## src/tmz_defs.vh

```
// constants for the timer zero block with its shared scaler
`ifndef TMZ_DEFS_VH
`define TMZ_DEFS_VH
// ----------------------------------------------------------------
// register indices (byte address is four times the index)
// ----------------------------------------------------------------
`define TMZ_IDX_COUNT 8'h01
`define TMZ_IDX_CMP_A 8'h07
`define TMZ_IDX_CMP_B 8'h08
`define TMZ_IDX_OPTION 8'h10
`define TMZ_IDX_PORTDIR 8'h11
`define TMZ_IDX_OPS 8'h12
`define TMZ_IDX_STATE 8'h13
// ----------------------------------------------------------------
// reset values
// ----------------------------------------------------------------
`define TMZ_RST_OPTION 8'hFF
`define TMZ_RST_CMP 8'hFF
`define TMZ_RST_PORTDIR 6'h3F
`define TMZ_RST_COUNT 8'h00
`define TMZ_RST_SCALER 8'h00
// ----------------------------------------------------------------
// field positions
// ----------------------------------------------------------------
`define TMZ_OPT_SRC 5
`define TMZ_OPT_EDGE 4
`define TMZ_OPT_ASSIGN 3
`define TMZ_OPT_RATIO_HI 2
`define TMZ_OPT_RATIO_LO 0
`define TMZ_CMP_OUT 7
`define TMZ_CMP_CLKSEL 4
`define TMZ_CMP_ENABLE 3
`define TMZ_OPS_WDCLR 0
`define TMZ_OPS_SLEEP 1
`define TMZ_EXT_PIN_BIT 5
// ----------------------------------------------------------------
// phases and timing
// ----------------------------------------------------------------
`define TMZ_PH_SECOND 2'h1
`define TMZ_PH_FOURTH 2'h3
`define TMZ_PHASES 4
`define TMZ_HOLD_INSTR 2
`define TMZ_CLK_MHZ 200
`define TMZ_WDT_BASE_US 18000
`endif

```

## src/tmz_timer.v

```verilog
// timer zero with shared scaler, watchdog and apb register slave
//
// The APB interface to the registers was left to the implementer.
`timescale 1ns/1ps
`include "tmz_defs.vh"

// How it works
// - external clock path is sampled on the second and fourth phase clocks
// - with scaler on timer, external clock is divided ahead of sampling
// - external clock steps the timer only after the sampled scaler output, or the source without scaler, is seen rising
// - one 8-bit scaler serves either timer or watchdog, never both
// - option low nibble holds assignment bit and three-bit ratio
// - any timer count write clears the scaler while assigned to timer
// - watchdog clear op clears scaler and watchdog while assigned to watchdog
// - scaler is hidden from software and zero after reset
// - timer source select forces the external clock pin to input
// - watchdog division reaches 1:128 when scaler is on watchdog
// - sleep op resets watchdog and scaler when scaler is on watchdog
module tmz_timer #(
	parameter WDT_BASE_CYCLES = `TMZ_WDT_BASE_US * `TMZ_CLK_MHZ,
	parameter WDT_CNT_W = 22
) (
	input wire sys_clk,
	input wire reset,
	input wire clk_en,
	input wire psel,
	input wire penable,
	input wire pwrite,
	input wire [7:0] paddr,
	input wire [31:0] pwdata,
	output wire [31:0] prdata,
	output wire pready,
	output wire pslverr,
	input wire timer_ext_clock_pin,
	input wire comparator_out,
	input wire watchdog_enable,
	output wire [5:0] port_direction_eff,
	output wire watchdog_timeout
);
	// full-width products, cut to register width on purpose
	localparam [31:0] HOLD_FULL = `TMZ_HOLD_INSTR * `TMZ_PHASES;
	localparam [31:0] WDT_LAST_FULL = WDT_BASE_CYCLES - 1;
	localparam [7:0] HOLD_CLKS = HOLD_FULL[7:0];
	localparam [WDT_CNT_W-1:0] WDT_LAST = WDT_LAST_FULL[WDT_CNT_W-1:0];

	// ----------------------------------------------------------------
	// decode helpers
	// ----------------------------------------------------------------
	// scaler bit that gives the timer ratio 1:2 at 000 up to 1:256
	function sel_bit;
		input [7:0] sc;
		input [2:0] r;
		begin
			sel_bit = sc[r];
		end
	endfunction

	// low bits that must all be set for watchdog ratio 1:1 up to 1:128
	function [7:0] wd_mask;
		input [2:0] r;
		begin
			wd_mask = (8'h01 << r) - 8'h01;
		end
	endfunction

	// ----------------------------------------------------------------
	// state
	// ----------------------------------------------------------------
	reg [7:0] option_q;
	reg [7:0] cmp_ctrl_q;
	reg [5:0] port_dir_q;
	reg [7:0] count_q;
	reg [7:0] scaler_q;
	reg [1:0] phase_q;
	reg [7:0] hold_q;
	reg [WDT_CNT_W-1:0] wd_cnt_q;
	reg wd_timeout_q;
	reg src_prev_q;
	reg samp_q;
	reg pready_q;
	reg pslverr_q;
	reg [31:0] prdata_q;

	// ----------------------------------------------------------------
	// outside inputs: three flops, change taken when last two agree
	// ----------------------------------------------------------------
	wire [1:0] raw_in = {comparator_out, timer_ext_clock_pin};
	wire [1:0] lvl_now;
	genvar gi;
	generate
		for (gi = 0; gi < 2; gi = gi + 1) begin : g_sync
			reg [2:0] s_q;
			reg l_q;
			always @(posedge sys_clk) begin
				if (reset) begin
					s_q <= 3'h0;
					l_q <= 1'b0;
				end else if (clk_en) begin
					s_q <= {s_q[1:0], raw_in[gi]};
					if (s_q[1] == s_q[2])
						l_q <= s_q[2];
				end
			end
			assign lvl_now[gi] = l_q;
		end
	endgenerate

	// ----------------------------------------------------------------
	// source and scaler selection
	// ----------------------------------------------------------------
	wire cmp_on = cmp_ctrl_q[`TMZ_CMP_ENABLE];
	// comparator clock select honoured only while comparator runs
	wire use_cmp = cmp_on & ~cmp_ctrl_q[`TMZ_CMP_CLKSEL];
	wire ext_src = use_cmp | option_q[`TMZ_OPT_SRC];
	wire [2:0] ratio = option_q[`TMZ_OPT_RATIO_HI:`TMZ_OPT_RATIO_LO];
	wire sc_to_timer = ~option_q[`TMZ_OPT_ASSIGN];
	wire ext_raw = use_cmp ? lvl_now[1] : lvl_now[0];
	wire src_lvl = ext_raw ^ option_q[`TMZ_OPT_EDGE];
	wire src_rise = src_lvl & ~src_prev_q;
	wire is_q4 = (phase_q == `TMZ_PH_FOURTH);
	wire is_q2 = (phase_q == `TMZ_PH_SECOND);
	wire [7:0] scaler_inc = scaler_q + 8'h01;

	// divided output, or the source itself when no scaler on timer
	wire pres_out = sc_to_timer ? sel_bit(scaler_q, ratio) : src_lvl;
	// internal clock: every instruction, or on rise of the chosen bit
	wire int_tick = is_q4 & (~sc_to_timer |
		(sel_bit(scaler_inc, ratio) & ~sel_bit(scaler_q, ratio)));
	// external clock: rise seen only at a phase sample point
	wire ext_tick = (is_q2 | is_q4) & pres_out & ~samp_q;
	wire timer_tick = ext_src ? ext_tick : int_tick;

	// ----------------------------------------------------------------
	// apb decode
	// ----------------------------------------------------------------
	wire [7:0] idx = {2'h0, paddr[7:2]};
	wire acc = psel & penable;
	wire wr_done = acc & pwrite & pready_q;
	wire mapped = (paddr[1:0] == 2'h0) && (idx == `TMZ_IDX_COUNT ||
		idx == `TMZ_IDX_CMP_A || idx == `TMZ_IDX_CMP_B ||
		idx == `TMZ_IDX_OPTION || idx == `TMZ_IDX_PORTDIR ||
		idx == `TMZ_IDX_OPS || idx == `TMZ_IDX_STATE);
	wire wr_ok = wr_done & mapped;
	wire wr_count = wr_ok & (idx == `TMZ_IDX_COUNT);
	wire wr_cmp = wr_ok & (idx == `TMZ_IDX_CMP_A || idx == `TMZ_IDX_CMP_B);
	wire wr_ops = wr_ok & (idx == `TMZ_IDX_OPS);
	wire wd_clear = wr_ops & pwdata[`TMZ_OPS_WDCLR];
	wire sleep_op = wr_ops & pwdata[`TMZ_OPS_SLEEP];
	// clearing ops reset the watchdog, and the scaler when it is the watchdog's
	wire wd_restart = wd_clear | sleep_op;

	// watchdog base period elapsed
	wire wd_base = watchdog_enable & (wd_cnt_q == WDT_LAST);
	wire wd_fire = wd_base & ~sc_to_timer &
		((scaler_q & wd_mask(ratio)) == wd_mask(ratio));

	// read mux: write-only registers read as zero, scaler never visible
	reg [31:0] rd_val;
	always @* begin
		rd_val = 32'h0000_0000;
		case (idx)
			`TMZ_IDX_COUNT: rd_val = {24'h000000, count_q};
			`TMZ_IDX_CMP_A,
			`TMZ_IDX_CMP_B: rd_val = {24'h000000, lvl_now[1], cmp_ctrl_q[6:0]};
			`TMZ_IDX_STATE: rd_val = {28'h0000000, hold_q != 8'h00, ext_src,
				sc_to_timer, phase_q == `TMZ_PH_FOURTH};
			default: rd_val = 32'h0000_0000;
		endcase
	end

	// ----------------------------------------------------------------
	// apb slave: one wait state, answer registered
	// ----------------------------------------------------------------
	always @(posedge sys_clk) begin
		if (reset) begin
			pready_q <= 1'b0;
			pslverr_q <= 1'b0;
			prdata_q <= 32'h0000_0000;
		end else if (clk_en) begin
			if (acc & ~pready_q) begin
				pready_q <= 1'b1;
				pslverr_q <= ~mapped;
				prdata_q <= pwrite ? 32'h0000_0000 : rd_val;
			end else begin
				pready_q <= 1'b0;
				pslverr_q <= 1'b0;
			end
		end
	end

	// ----------------------------------------------------------------
	// software registers
	// ----------------------------------------------------------------
	always @(posedge sys_clk) begin
		if (reset) begin
			option_q <= `TMZ_RST_OPTION;
			cmp_ctrl_q <= `TMZ_RST_CMP;
			port_dir_q <= `TMZ_RST_PORTDIR;
		end else if (clk_en) begin
			if (wr_ok & (idx == `TMZ_IDX_OPTION))
				option_q <= pwdata[7:0];
			if (wr_cmp)
				cmp_ctrl_q <= {1'b1, pwdata[6:0]};
			if (wr_ok & (idx == `TMZ_IDX_PORTDIR))
				port_dir_q <= pwdata[5:0];
		end
	end

	// ----------------------------------------------------------------
	// phase clocks and source edge tracking
	// ----------------------------------------------------------------
	always @(posedge sys_clk) begin
		if (reset) begin
			phase_q <= 2'h0;
			src_prev_q <= 1'b1; // reset option picks falling edge: idle pin reads high
			samp_q <= 1'b1; // no false count right after reset
		end else if (clk_en) begin
			phase_q <= phase_q + 2'h1;
			src_prev_q <= src_lvl;
			if (is_q2 | is_q4)
				samp_q <= pres_out;
		end
	end

	// ----------------------------------------------------------------
	// shared scaler
	// ----------------------------------------------------------------
	always @(posedge sys_clk) begin
		if (reset) begin
			scaler_q <= `TMZ_RST_SCALER;
		end else if (clk_en) begin
			if (sc_to_timer) begin
				if (wr_count)
					scaler_q <= `TMZ_RST_SCALER;
				else if (ext_src ? src_rise : is_q4)
					scaler_q <= scaler_inc;
			end else begin
				if (wd_restart | wd_fire)
					scaler_q <= `TMZ_RST_SCALER;
				else if (wd_base)
					scaler_q <= scaler_inc;
			end
		end
	end

	// ----------------------------------------------------------------
	// timer count with hold after write
	// ----------------------------------------------------------------
	always @(posedge sys_clk) begin
		if (reset) begin
			count_q <= `TMZ_RST_COUNT;
			hold_q <= 8'h00;
		end else if (clk_en) begin
			if (wr_count) begin
				count_q <= pwdata[7:0];
				hold_q <= HOLD_CLKS;
			end else if (hold_q != 8'h00) begin
				hold_q <= hold_q - 8'h01;
			end else if (timer_tick) begin
				count_q <= count_q + 8'h01;
			end
		end
	end

	// ----------------------------------------------------------------
	// watchdog base counter and timeout pulse
	// ----------------------------------------------------------------
	always @(posedge sys_clk) begin
		if (reset) begin
			wd_cnt_q <= {WDT_CNT_W{1'b0}};
			wd_timeout_q <= 1'b0;
		end else if (clk_en) begin
			wd_timeout_q <= 1'b0;
			if (wd_restart | ~watchdog_enable) begin
				wd_cnt_q <= {WDT_CNT_W{1'b0}};
			end else if (wd_base) begin
				wd_cnt_q <= {WDT_CNT_W{1'b0}};
				// no scaler on watchdog means 1:1
				wd_timeout_q <= sc_to_timer | wd_fire;
			end else begin
				wd_cnt_q <= wd_cnt_q + {{(WDT_CNT_W-1){1'b0}}, 1'b1};
			end
		end
	end

	// ----------------------------------------------------------------
	// outputs
	// ----------------------------------------------------------------
	// pin direction forced to input when the pin clocks the timer
	assign port_direction_eff = {port_dir_q[`TMZ_EXT_PIN_BIT] |
		option_q[`TMZ_OPT_SRC], port_dir_q[4:0]};
	assign prdata = prdata_q;
	assign pready = pready_q;
	assign pslverr = pslverr_q;
	assign watchdog_timeout = wd_timeout_q;
endmodule // tmz_timer

```

## config.mk

```make
export PLATFORM = sky130hd
export DESIGN_NAME = tmz_timer
export DESIGN_NICKNAME = d
export VERILOG_FILES = /design/src/tmz_timer.v
export VERILOG_INCLUDE_DIRS = /design/src
export SDC_FILE = /design/constraint.sdc
export NUM_CORES = 1
export LEC_CHECK = 0
export BUFFER_PORTS_ARGS = -buffer_cell sky130_fd_sc_hd__buf_2
export CORE_MARGIN = 5
export CORE_UTILIZATION = 51
export DETAILED_ROUTE_END_ITERATION = 10
export PLACE_DENSITY = 0.77
export SKIP_CTS_REPAIR_TIMING = 1
export SYNTH_ARGS = -nofsm -noshare
export SYNTH_HDL_FRONTEND = slang
export SYNTH_SLANG_ARGS = --single-unit
```

## constraint.sdc

```tcl
create_clock -name sys_clk -period 2.5 [get_ports sys_clk]
set_input_delay 0.375 -clock sys_clk [delete_from_list [all_inputs] [get_ports sys_clk]]
set_output_delay 0.375 -clock sys_clk [all_outputs]
set_load 0.05 [all_outputs]
```

Word level (Yosys, flattened, before mapping)
Cells that the tools add are included.

Output and inout port bits: 41. Input port bits: 49. Logic and storage cells: 130. Register bits after elaboration: 112.

Magnitude comparators: 1. Add/subtract/negate cells: 6. Equality and inequality tests: 15. Muxes and demuxes: 26. Reduce and logical (&&, ||, !) cells: 24. Shift operators: 1. Bitwise operators: 39.

Operator list (number): two-way mux 8 bit (10); two-way mux 22 bit (2); two-way mux 32 bit (1); equality test 6 x 5 -> 1 bit, second input constant (4); one-hot mux 8 bit (3 select lines) (1); adder 22 x 1 -> 22 bit, second input constant (1); equality test 22 bit, second input constant (1); bitwise AND 1 bit (21); adder 8 x 1 -> 8 bit, second input constant (2); AND reduction 2 bit (8); subtractor 8 x 1 -> 8 bit, second input constant (2); two-way mux 1 bit (10); bitwise AND 8 bit (1); equality test 8 bit (1); NOT 1 bit (8); bitwise OR 1 bit (8); nonzero test 8 bit (1); << shifter 1 x 3 -> 8 bit, first input constant (1); logical OR 1 bit (7); binary-select mux 1 bit (select 3 bit) (2); equality test 6 x 1 -> 1 bit, second input constant (1); equality test 6 x 3 -> 1 bit, second input constant (1); equality test 6 x 4 -> 1 bit, second input constant (1); AND reduction 3 bit (2); other kinds (13) (15).

Depth between registers and ports, before layout
Gate-level depths: netlist of run 1.

Depth in word-level cells: 15. Gate-level depth with buffers: 13. Mapped depth without buffers: 10.

Worst setup path after synthesis of run 1
No wires, ideal clock.

Kind: flip-flop to flip-flop. Start: reg option_q[1]. End: reg scaler_q[4]. Slack: -0.028 ns. Arrival: 2.409 ns. Stages on the path, launching flop included: 13. Data required time: 2.380 ns. Setup time: 0.120 ns. Path buffers: 3. Clock period less this slack: 2.528 ns. Cells stage by stage: dfxtp_1 > buf_6 > buf_2 > nor2_1 > nand2_1 > ha_1 > o221ai_1 > a2111oi_1 > nand2_1 > o22a_1 > buf_2 > and3_1 > a211o_1.

Word-level cells in the longest chain between the ends: 8. Elaborated cells between the ends (all ways): 10. Classes of those cells: add/sub: 1; eq/ne: 2; shift: 1; mux: 2; bitwise: 3; reduce/logical: 1.

RTL lines: from (decl) (line tmz_timer.v:69) `reg [7:0] option_q;`; from (signal assigned) (line tmz_timer.v:196) `` option_q <= `TMZ_RST_OPTION; ``; from (signal assigned) (line tmz_timer.v:201) `option_q <= pwdata[7:0];`; << shifter 1 x 3 -> 8 bit * (line tmz_timer.v:62) `wd_mask = (8'h01 << r) - 8'h01;`; subtractor 8 x 1 -> 8 bit * (line tmz_timer.v:62); bitwise AND 8 bit (line tmz_timer.v:155) `((scaler_q & wd_mask(ratio)) == wd_mask(ratio));`; equality test 8 bit * (line tmz_timer.v:155); bitwise AND 1 bit * (line tmz_timer.v:154) `wire wd_fire = wd_base & ~sc_to_timer &`; bitwise OR 1 bit * (line tmz_timer.v:238) `if (wd_restart | wd_fire)`; != test 3 x 1 -> 1 bit (no source line) / two-way mux 8 bit (equally long branches); AND reduction 3 bit (no source line) / two-way mux 8 bit (equally long branches); to (signal assigned) (line tmz_timer.v:236) `scaler_q <= scaler_inc;`; to (signal assigned) (line tmz_timer.v:239) `` scaler_q <= `TMZ_RST_SCALER; ``; to (signal assigned) (line tmz_timer.v:241) `scaler_q <= scaler_inc;`; to (decl) (line tmz_timer.v:73) `reg [7:0] scaler_q;`.

Every way passes the cells marked *; elsewhere a longest branch is shown, timed or not. A chain may end at the register's enable or synchronous reset.

Worst setup path in the final report of run 1
Start: reg option_q[1]. End: reg count_q[7].

Word-level cells in the longest chain between the ends: 9. Elaborated cells between the ends (all ways): 14. Classes of those cells: mux: 6; bitwise: 6; reduce/logical: 2.

RTL lines: binary-select mux 1 bit (select 3 bit) (line tmz_timer.v:54) `sel_bit = sc[r];`; two-way mux 1 bit (implied by the code) (line tmz_timer.v:54); NOT 1 bit (line tmz_timer.v:128) `(sel_bit(scaler_inc, ratio) & ~sel_bit(scaler_q, ratio)));`; bitwise AND 1 bit (line tmz_timer.v:128); bitwise OR 1 bit (line tmz_timer.v:127) `wire int_tick = is_q4 & (~sc_to_timer |`; bitwise AND 1 bit (line tmz_timer.v:127); two-way mux 1 bit * (line tmz_timer.v:131) `wire timer_tick = ext_src ? ext_tick : int_tick;`; nonzero test 2 bit (no source line) *; AND reduction 3 bit (no source line) *; to (signal assigned) (line tmz_timer.v:251) `` count_q <= `TMZ_RST_COUNT; ``; to (signal assigned) (line tmz_timer.v:255) `count_q <= pwdata[7:0];`; to (signal assigned) (line tmz_timer.v:260) `count_q <= count_q + 8'h01;`; to (decl) (line tmz_timer.v:72) `reg [7:0] count_q;`.

Every way passes the cells marked *; elsewhere a longest branch is shown, timed or not. The select of a mux whose other input is x is not followed.

==> results.json, run 1 <==
{
  "status": "complete, no violations",
  "synth_ff_type": "dfxtp_1",
  "async_flop_share": 0,
  "drc": 0,
  "p_leak_nw": 2.17,
  "antenna_found_initial": 1,
  "cts_htree_levels": 3,
  "final_cell_area_um2": 5640,
  "clkLatencyLatePin_ns": 0.38,
  "yosys_warnings": 0,
  "vias_per_cell": 5.87,
  "root_buffer": "clkbuf_8",
  "power_density_nw_per_um2": 575,
  "clock_path_buffers": 2,
  "place.gp.congestion": 0.861,
  "hold_path_class": "primary input to flip-flop",
  "slew_headroom": 0.552,
  "max_clock_freq_mhz": 418,
  "port_buffers": 41,
  "dpl_worst_slack_ns": -0.0767,
  "seqCellArea_um2": 1760,
  "area_growth_pct": 11.6,
  "cts.sinks": 88,
  "synthTopCellsByArea": "dfxtp_1 (35%), a21oi_1 (4.9%), nor2_1 (4.7%)",
  "dr.pass1.iters": 6,
  "period_needed_ns": 2.39,
  "io_pins": 90,
  "synth_edf_count": 0,
  "placement.cell_area_um2": 5410,
  "ys_types": 68,
  "multi_input_area_um2": 2950,
  "cp-start-kind": "flip-flop",
  "finalCritPeriodShare": 0.957,
  "cts_tree": "yes",
  "grt_pass1_vias": 4471,
  "critPathMaxFanout": 7,
  "power_mw": 3.24,
  "yosysMostFrequentCell": "dfxtp_1",
  "gr-total-overflow": 0,
  "synth.avg_cell_area_um2": 8.05,
  "whs_ns": 0.220,
  "syn_area_um2": 5050,
  "layout-drive-gt1-share": 0.173,
  "peakVddDrop_mv": 0.535,
  "cts_buffers": 9,
  "grt_max_degree": 36,
  "yosysTopAreaCell": "dfxtp_1",
  "hold_violations": 0,
  "final-max-slew-violation-count": 0,
  "drv_cap": 0,
  "synth_seq_cells": 88,
  "initial_core_util": 0.519,
  "fillCellCount": 885,
  "fin_tns_setup_ns": 0,
  "worst_slack_ns": 0.108,
  "die_h_um": 110,
  "worstSetupPathType": "flip-flop to flip-flop",
  "die_w_um": 110,
  "final_antenna_net_count": 0,
  "end_kind": "flip-flop",
  "crit_arrival_ns": 2.65,
  "wl_per_cell_um": 15.8,
  "vias": 4761,
  "grt_pass1_wl_mm": 20.6,
  "fp.coreArea_um2": 9730,
  "yosys-top-cells-count": "dfxtp_1 (88), nor2_1 (63), a21oi_1 (49), nand2_1 (47), o21ai_0 (31)",
  "synth_cells": 627,
  "rows": 36,
  "tightest_slew_ns": 0.672,
  "nets": 729,
  "clk_pin_slew_ns": 0.09,
  "setup_viol": 0,
  "ys_seq_area_frac": 0.349,
  "cp_data_required_time_ns": 2.75,
  "hpwl_mm": 9.24,
  "yosys.area.top_type_share": 0.349,
  "grtUsageTotal": 0.216,
  "first_iter_violations": 404,
  "die-area_um2": 12000,
  "wl_mm": 12.8,
  "skew_ns": 0.00926
}
-- kinds of logic (layout without fill, tap and decap cells) --
family,Yosys count,count (layout),synth area share
AND/OR/NAND/NOR,247,248,0.257
AO/OA/AOI/OAI,170,170,0.224
flip-flops,88,88,0.349
buffers and inverters,88,114,0.0927
multiplexers,15,15,0.0389
XOR/XNOR,10,10,0.0173
adder cells (fa/ha/maj),8,8,0.0198
other,1,25,0.000743
-- metrics by stage --
stage | util | cells
global route | 0.579 | 811
finish | 0.579 | 811
CTS | 0.575 | 809
global placement | 0.556 | 793
detailed placement | 0.556 | 793
floorplan | - | 650
-- critical path: stages, from the launching register on --
cell and delay, ns:
dfxtp_2 0.42, mux4_1 0.62, mux2i_4 0.22, o2111ai_1 0.13, o22a_1 0.25, buf_4 0.17
o311ai_0 0.33, o21ai_0 0.13
-- worst paths after layout --
path | from | to | slack [ns] | cells past startpoint
setup / recovery | option_q[1] | count_q[7] | 0.11 | 7
hold / removal | pwdata[6] | cmp_ctrl_q[6] | 0.22 | 2
setup reg to reg | option_q[1] | count_q[7] | 0.11 | 7
hold reg to reg | watchdog_timeout | watchdog_timeout | 0.47 | 2
-- layer usage --
| layer | up-vias | share of wire | global-route usage | wire length (um) |
|---|---|---|---|---|
| li1 | 2335 | - | - | - |
| met1 | 2256 | 0.43 | 0.262 | 5520 |
| met2 | 146 | 0.49 | 0.373 | 6230 |
| met3 | 24 | 0.058 | 0.0364 | 745 |
| met4 | 0 | 0.023 | 0.0944 | 296 |
| met5 | - | 0 | 0 | 0 |
-- cell usage in the layout, fill, tap and decap left out, drive strengths merged, types with 10 or more instances in the layout --
master  Yosys  layout
dfxtp      88      88
buf        48      81
nor2       63      63
a21oi      49      49
nand2      47      47
o21ai      32      32
conb        1      24
nand3      22      22
a211o      19      19
inv        17      19
nor3       18      18
and3       15      15
nor2b      13      13
mux2i      12      12
clkbuf     23      11
nor3b      10      10
-- where the power goes --
| group | internal [mW] | switching (mW) |
|---|---|---|
| Sequential | 1.48 | 0.0721 |
| Clock | 0.396 | 0.549 |
| Combinational | 0.274 | 0.463 |
| Total | 2.15 | 1.08 |
-- cell type report --
type,count,share of cell area
diodes,1,0.000444
clock buffers,11,0.0251
clock inverters,5,0.00710
inverters,17,0.0113
multi-input cells,475,0.524
flip-flops and latches,88,0.313
well taps,133,0.0295
repair buffers,81,0.0897
-- state kept, by name, summed over array words and instances (netlist names) --
signal / cells
option_q: 6
count_q: 8
cmp_ctrl_q: 7
prdata: 8
watchdog_timeout: 1
scaler_q: 8
pslverr: 1
phase_q: 2
pready: 1
samp_q: 1
port_dir_q: 6
wd_cnt_q: 22
g_sync.l_q: 2
src_prev_q: 1
hold_q: 8
g_sync.s_q: 6
Power figures use the tool's default switching activity.
==> run 2, diff against run 1 <==
--- a/config.mk
+++ b/config.mk
@@ -8,9 +8,8 @@
 export LEC_CHECK = 0
 export BUFFER_PORTS_ARGS = -buffer_cell sky130_fd_sc_hd__buf_2
 export CORE_MARGIN = 5
-export CORE_UTILIZATION = 51
+export CORE_UTILIZATION = 40
 export DETAILED_ROUTE_END_ITERATION = 10
-export PLACE_DENSITY = 0.77
 export SKIP_CTS_REPAIR_TIMING = 1
 export SYNTH_ARGS = -nofsm -noshare
 export SYNTH_HDL_FRONTEND = slang
==> results.json, run 2 (synthesized netlist as in run 1, its figures left out) <==
{
  "reg2reg_depth": 8,
  "clk_pin_slew_ns": 0.07,
  "place.gp.congestion": 0.830,
  "area_growth_pct": 16.6,
  "period_needed_ns": 2.35,
  "power_density_nw_per_um2": 623,
  "fp.coreArea_um2": 12500,
  "drv_cap": 0,
  "critPathMaxFanout": 11,
  "antenna_found_initial": 0,
  "finalCritPeriodShare": 0.940,
  "dr.pass1.iters": 5,
  "cp-start-kind": "flip-flop",
  "r2r-start": "option_q[1]",
  "mostFrequentLayoutCells": "dfxtp_1 (87), nor2_1 (62), a21oi_1 (49)",
  "clock_path_buffers": 2,
  "hold_depth": 2,
  "die-area_um2": 15000,
  "top_register": "wd_cnt_q",
  "cts_htree_levels": 3,
  "crit_arrival_ns": 2.57,
  "endpoint": "scaler_q[4]",
  "num_antenna_cells": 0,
  "skew_ns": 0.00747,
  "slew_headroom": 0.547,
  "final_cell_area_um2": 5890,
  "peakVddDrop_mv": 0.377,
  "grt_pass1_vias": 4399,
  "hold_path_class": "primary input to flip-flop",
  "cts.sinks": 88,
  "io_pins": 90,
  "final_common_cell": "dfxtp_1",
  "holdCritStartpoint": "pwdata[6]",
  "wl_mm": 13.1,
  "first_iter_violations": 370,
  "reg2reg_slack_ns": 0.15,
  "crit_start": "option_q[1]",
  "setup_viol": 0,
  "cts_tree": "yes",
  "wl_per_cell_um": 15.3,
  "fin_tns_setup_ns": 0,
  "vias_per_cell": 5.59,
  "largest_reg_flops": 22,
  "status": "complete, no violations",
  "cp_data_required_time_ns": 2.73,
  "nets": 737,
  "clkLatencyLatePin_ns": 0.34,
  "end_kind": "flip-flop",
  "die_h_um": 122,
  "hold_violations": 0,
  "worstSetupPathType": "flip-flop to flip-flop",
  "port_buffers": 41,
  "rr_endpoint": "scaler_q[4]",
  "grt_max_degree": 47,
  "gr-total-overflow": 0,
  "layout-drive-gt1-share": 0.185,
  "placement.cell_area_um2": 5530,
  "max_clock_freq_mhz": 426,
  "drc": 0,
  "p_leak_nw": 2.30,
  "grt_pass1_wl_mm": 21.6,
  "root_buffer": "clkbuf_16",
  "cts_buffers": 9,
  "hpwl_mm": 9.38,
  "die_w_um": 122,
  "fillCellCount": 1242,
  "rows": 41,
  "vias": 4791,
  "initial_core_util": 0.403,
  "final-max-slew-violation-count": 0,
  "grtUsageTotal": 0.177,
  "final_antenna_net_count": 0,
  "tightest_slew_ns": 0.679
}
## run 2: changes by cell type in the layout (fill, tap and decap cells not counted), moves of 2 or more
cell,previous run,this run
dfxtp_2,2,0
clkbuf_8,10,0
clkbuf_16,0,9
buf_4,40,48
## run 2: where the power goes
| group | switching [mW] | internal, mW | leakage [nW] |
|---|---|---|---|
| Sequential | 0.0704 | 1.48 | 0.713 |
| Combinational | 0.451 | 0.277 | 1.44 |
| Clock | 0.598 | 0.787 | 0.144 |
| Total | 1.12 | 2.55 | 2.30 |
## run 2: metrics by stage
stage	hold slack [ns]	setup WS, ns	cells	util	power, mW
2_1_floorplan	0.428	0.0286	650	-	2.12
3_3_place_gp	0.437	0.0654	840	0.442	2.28
3_5_place_dp	0.447	-0.0333	840	0.442	2.30
4_1_cts	0.263	-0.0432	856	0.466	3.69
5_1_grt	0.273	-0.0167	857	0.470	3.83
6_report	0.268	0.151	857	0.470	3.67
## run 2: critical path, stage by stage, from the launching register on
cell	delay, ns
dfxtp_4	0.39
buf_4	0.18
nor3b_1	0.20
o211ai_1	0.14
a2111oi_2	0.48
nand2_1	0.14
o22a_2	0.27
and3_1	0.18
a211o_1	0.26
## run 2: worst min-delay path by stage
stage | slack [ns] | end
after floorplan | 0.43 | port_dir_q[5]
after global routing | 0.27 | cmp_ctrl_q[6]
after detailed placement | 0.45 | port_dir_q[5]
after CTS | 0.26 | cmp_ctrl_q[6]
after global placement | 0.44 | port_dir_q[5]
final | 0.27 | cmp_ctrl_q[6]
## run 2: final cells by class
class | instances | area [um^2] | area share
Clock inverter | 7 | 78.8 | 0.0134
Timing Repair Buffer | 90 | 586 | 0.0995
Clock buffer | 9 | 225 | 0.0383
Sequential cell | 88 | 1770 | 0.300
Inverter | 17 | 63.8 | 0.0108
Multi-Input combinational cell | 474 | 2950 | 0.501
Tap cell | 172 | 215 | 0.0366
## run 2: per-layer routing
metal / GRT usage / share of wire / vias to the layer above
li1: - / - / 2353
met1: 0.234 / 0.45 / 2263
met2: 0.292 / 0.48 / 156
met3: 0.0244 / 0.052 / 19
met4: 0.0721 / 0.018 / 0
met5: 0 / 0 / -
==> run 3, diff against run 2 <==
--- a/config.mk
+++ b/config.mk
@@ -10,6 +10,8 @@
 export CORE_MARGIN = 5
 export CORE_UTILIZATION = 40
 export DETAILED_ROUTE_END_ITERATION = 10
+export GPL_TIMING_DRIVEN = 0
+export PLACE_DENSITY = 0.61
 export SKIP_CTS_REPAIR_TIMING = 1
 export SYNTH_ARGS = -nofsm -noshare
 export SYNTH_HDL_FRONTEND = slang
==> results.json, run 3 (synthesized netlist as in run 1, its figures left out) <==
{
  "status": "complete, no violations",
  "fin_tns_setup_ns": 0,
  "grt_pass1_wl_mm": 23.3,
  "slew_headroom": 0.429,
  "cp_data_required_time_ns": 2.74,
  "clkLatencyLatePin_ns": 0.35,
  "final_common_cell": "dfxtp_1",
  "antenna_found_initial": 0,
  "grt_max_degree": 17,
  "die-area_um2": 15000,
  "peakVddDrop_mv": 0.462,
  "io_pins": 90,
  "nets": 760,
  "wl_mm": 14.5,
  "slowest_delay_ns": 0.57,
  "hold_path_class": "primary input to flip-flop",
  "grtUsageTotal": 0.195,
  "grt_setup_unrepaired": "true",
  "port_buffers": 40,
  "fp.coreArea_um2": 12500,
  "clk_pin_slew_ns": 0.07,
  "tightest_slew_ns": 0.849,
  "gr-total-overflow": 0,
  "worstSetupPathType": "flip-flop to flip-flop",
  "final_antenna_net_count": 0,
  "wl_per_cell_um": 16.4,
  "skew_ns": 0.00918,
  "cp-start-kind": "flip-flop",
  "place.gp.congestion": 0.873,
  "vias_per_cell": 5.58,
  "crit_arrival_ns": 2.72,
  "initial_core_util": 0.403,
  "grt_pass1_vias": 4653,
  "clock_path_buffers": 2,
  "final-max-slew-violation-count": 0,
  "die_h_um": 122,
  "crit_path_cell_trace": "nand4_1 > or4b_1 > nor4_4 > o21ai_0 > o22a_1 > buf_6 > and3_1 > a211o_1",
  "power_density_nw_per_um2": 603,
  "die_w_um": 122,
  "drv_cap": 0,
  "finalCritPeriodShare": 0.995,
  "dr.pass1.iters": 7,
  "end_kind": "flip-flop",
  "cts_htree_levels": 3,
  "setup_viol": 0,
  "root_buffer": "clkbuf_16",
  "max_clock_freq_mhz": 402,
  "vias": 4911,
  "power_mw": 3.63,
  "top_register": "wd_cnt_q",
  "p_leak_nw": 2.35,
  "period_needed_ns": 2.49,
  "cts.sinks": 88,
  "largest_reg_flops": 22,
  "cts_buffers": 9,
  "first_iter_violations": 374,
  "num_antenna_cells": 0,
  "cts_tree": "yes",
  "hold_violations": 0,
  "drc": 0,
  "rows": 41,
  "slowest_stage": "or4b_1",
  "area_growth_pct": 19.3,
  "critPathMaxFanout": 6,
  "layout-drive-gt1-share": 0.201,
  "hpwl_mm": 10.4,
  "mostFrequentLayoutCells": "dfxtp_1 (82), nor2_1 (62), a21oi_1 (49)"
}
[run 3: worst paths after layout]
path,cells past startpoint,endpoint,slack [ns],startpoint
worst max-delay path,8,scaler_q[2],0.01,wd_cnt_q[14]
worst min-delay path,2,cmp_ctrl_q[6],0.26,pwdata[6]
worst max register to register,8,scaler_q[2],0.01,wd_cnt_q[14]
worst min register to register,1,port_dir_q[5],0.46,port_dir_q[5]
[run 3: critical path, delay by kind of cell, from the launching register on]
| kind | cells | cell delay, ns |
|---|---|---|
| buffers and inverters | 1 | 0.14 |
| DFF | 1 | 0.43 |
| and+or+nand+nor | 4 | 1.15 |
| AOI/OAI and AO/OA | 3 | 0.65 |
[run 3: cell type report]
cell class / count / area, um^2
Clock buffer: 10 / 239
Sequential cell: 88 / 1770
Timing Repair Buffer: 44 / 228
Fill cell: 1309 / 6490
Inverter: 17 / 63.8
Multi-Input combinational cell: 474 / 3040
Tap cell: 172 / 215
Buffer: 69 / 424
Clock inverter: 6 / 47.5
[run 3: where the power goes]
part / internal [mW] / total [mW] / leakage (nW) / switching, mW
logic: 0.278 / 0.755 / 1.49 / 0.477
clock network: 0.716 / 1.32 / 0.146 / 0.604
registers: 1.49 / 1.56 / 0.715 / 0.0710
[run 3: stage by stage]
| step | setup slack (ns) | hold slack, ns | area [um^2] | instances | utilization |
|---|---|---|---|---|---|
| detailed placement | -0.465 | 0.452 | 5560 | 862 | 0.444 |
| floorplan | 0.0286 | 0.428 | 5140 | 650 | - |
| finish | 0.0122 | 0.257 | 6020 | 880 | 0.481 |
| CTS | -0.267 | 0.249 | 5840 | 878 | 0.467 |
| global route | -0.0536 | 0.264 | 6020 | 880 | 0.481 |
| global placement | -0.436 | 0.437 | 5560 | 862 | 0.444 |
[run 3: metal layers]
layer / up-vias / wire, um / track usage
met2: 129 / 6810 / 0.313
met3: 22 / 607 / 0.0281
met4: 0 / 315 / 0.0826
met5: - / 0 / 0
met1: 2364 / 6730 / 0.263
li1: 2396 / - / -
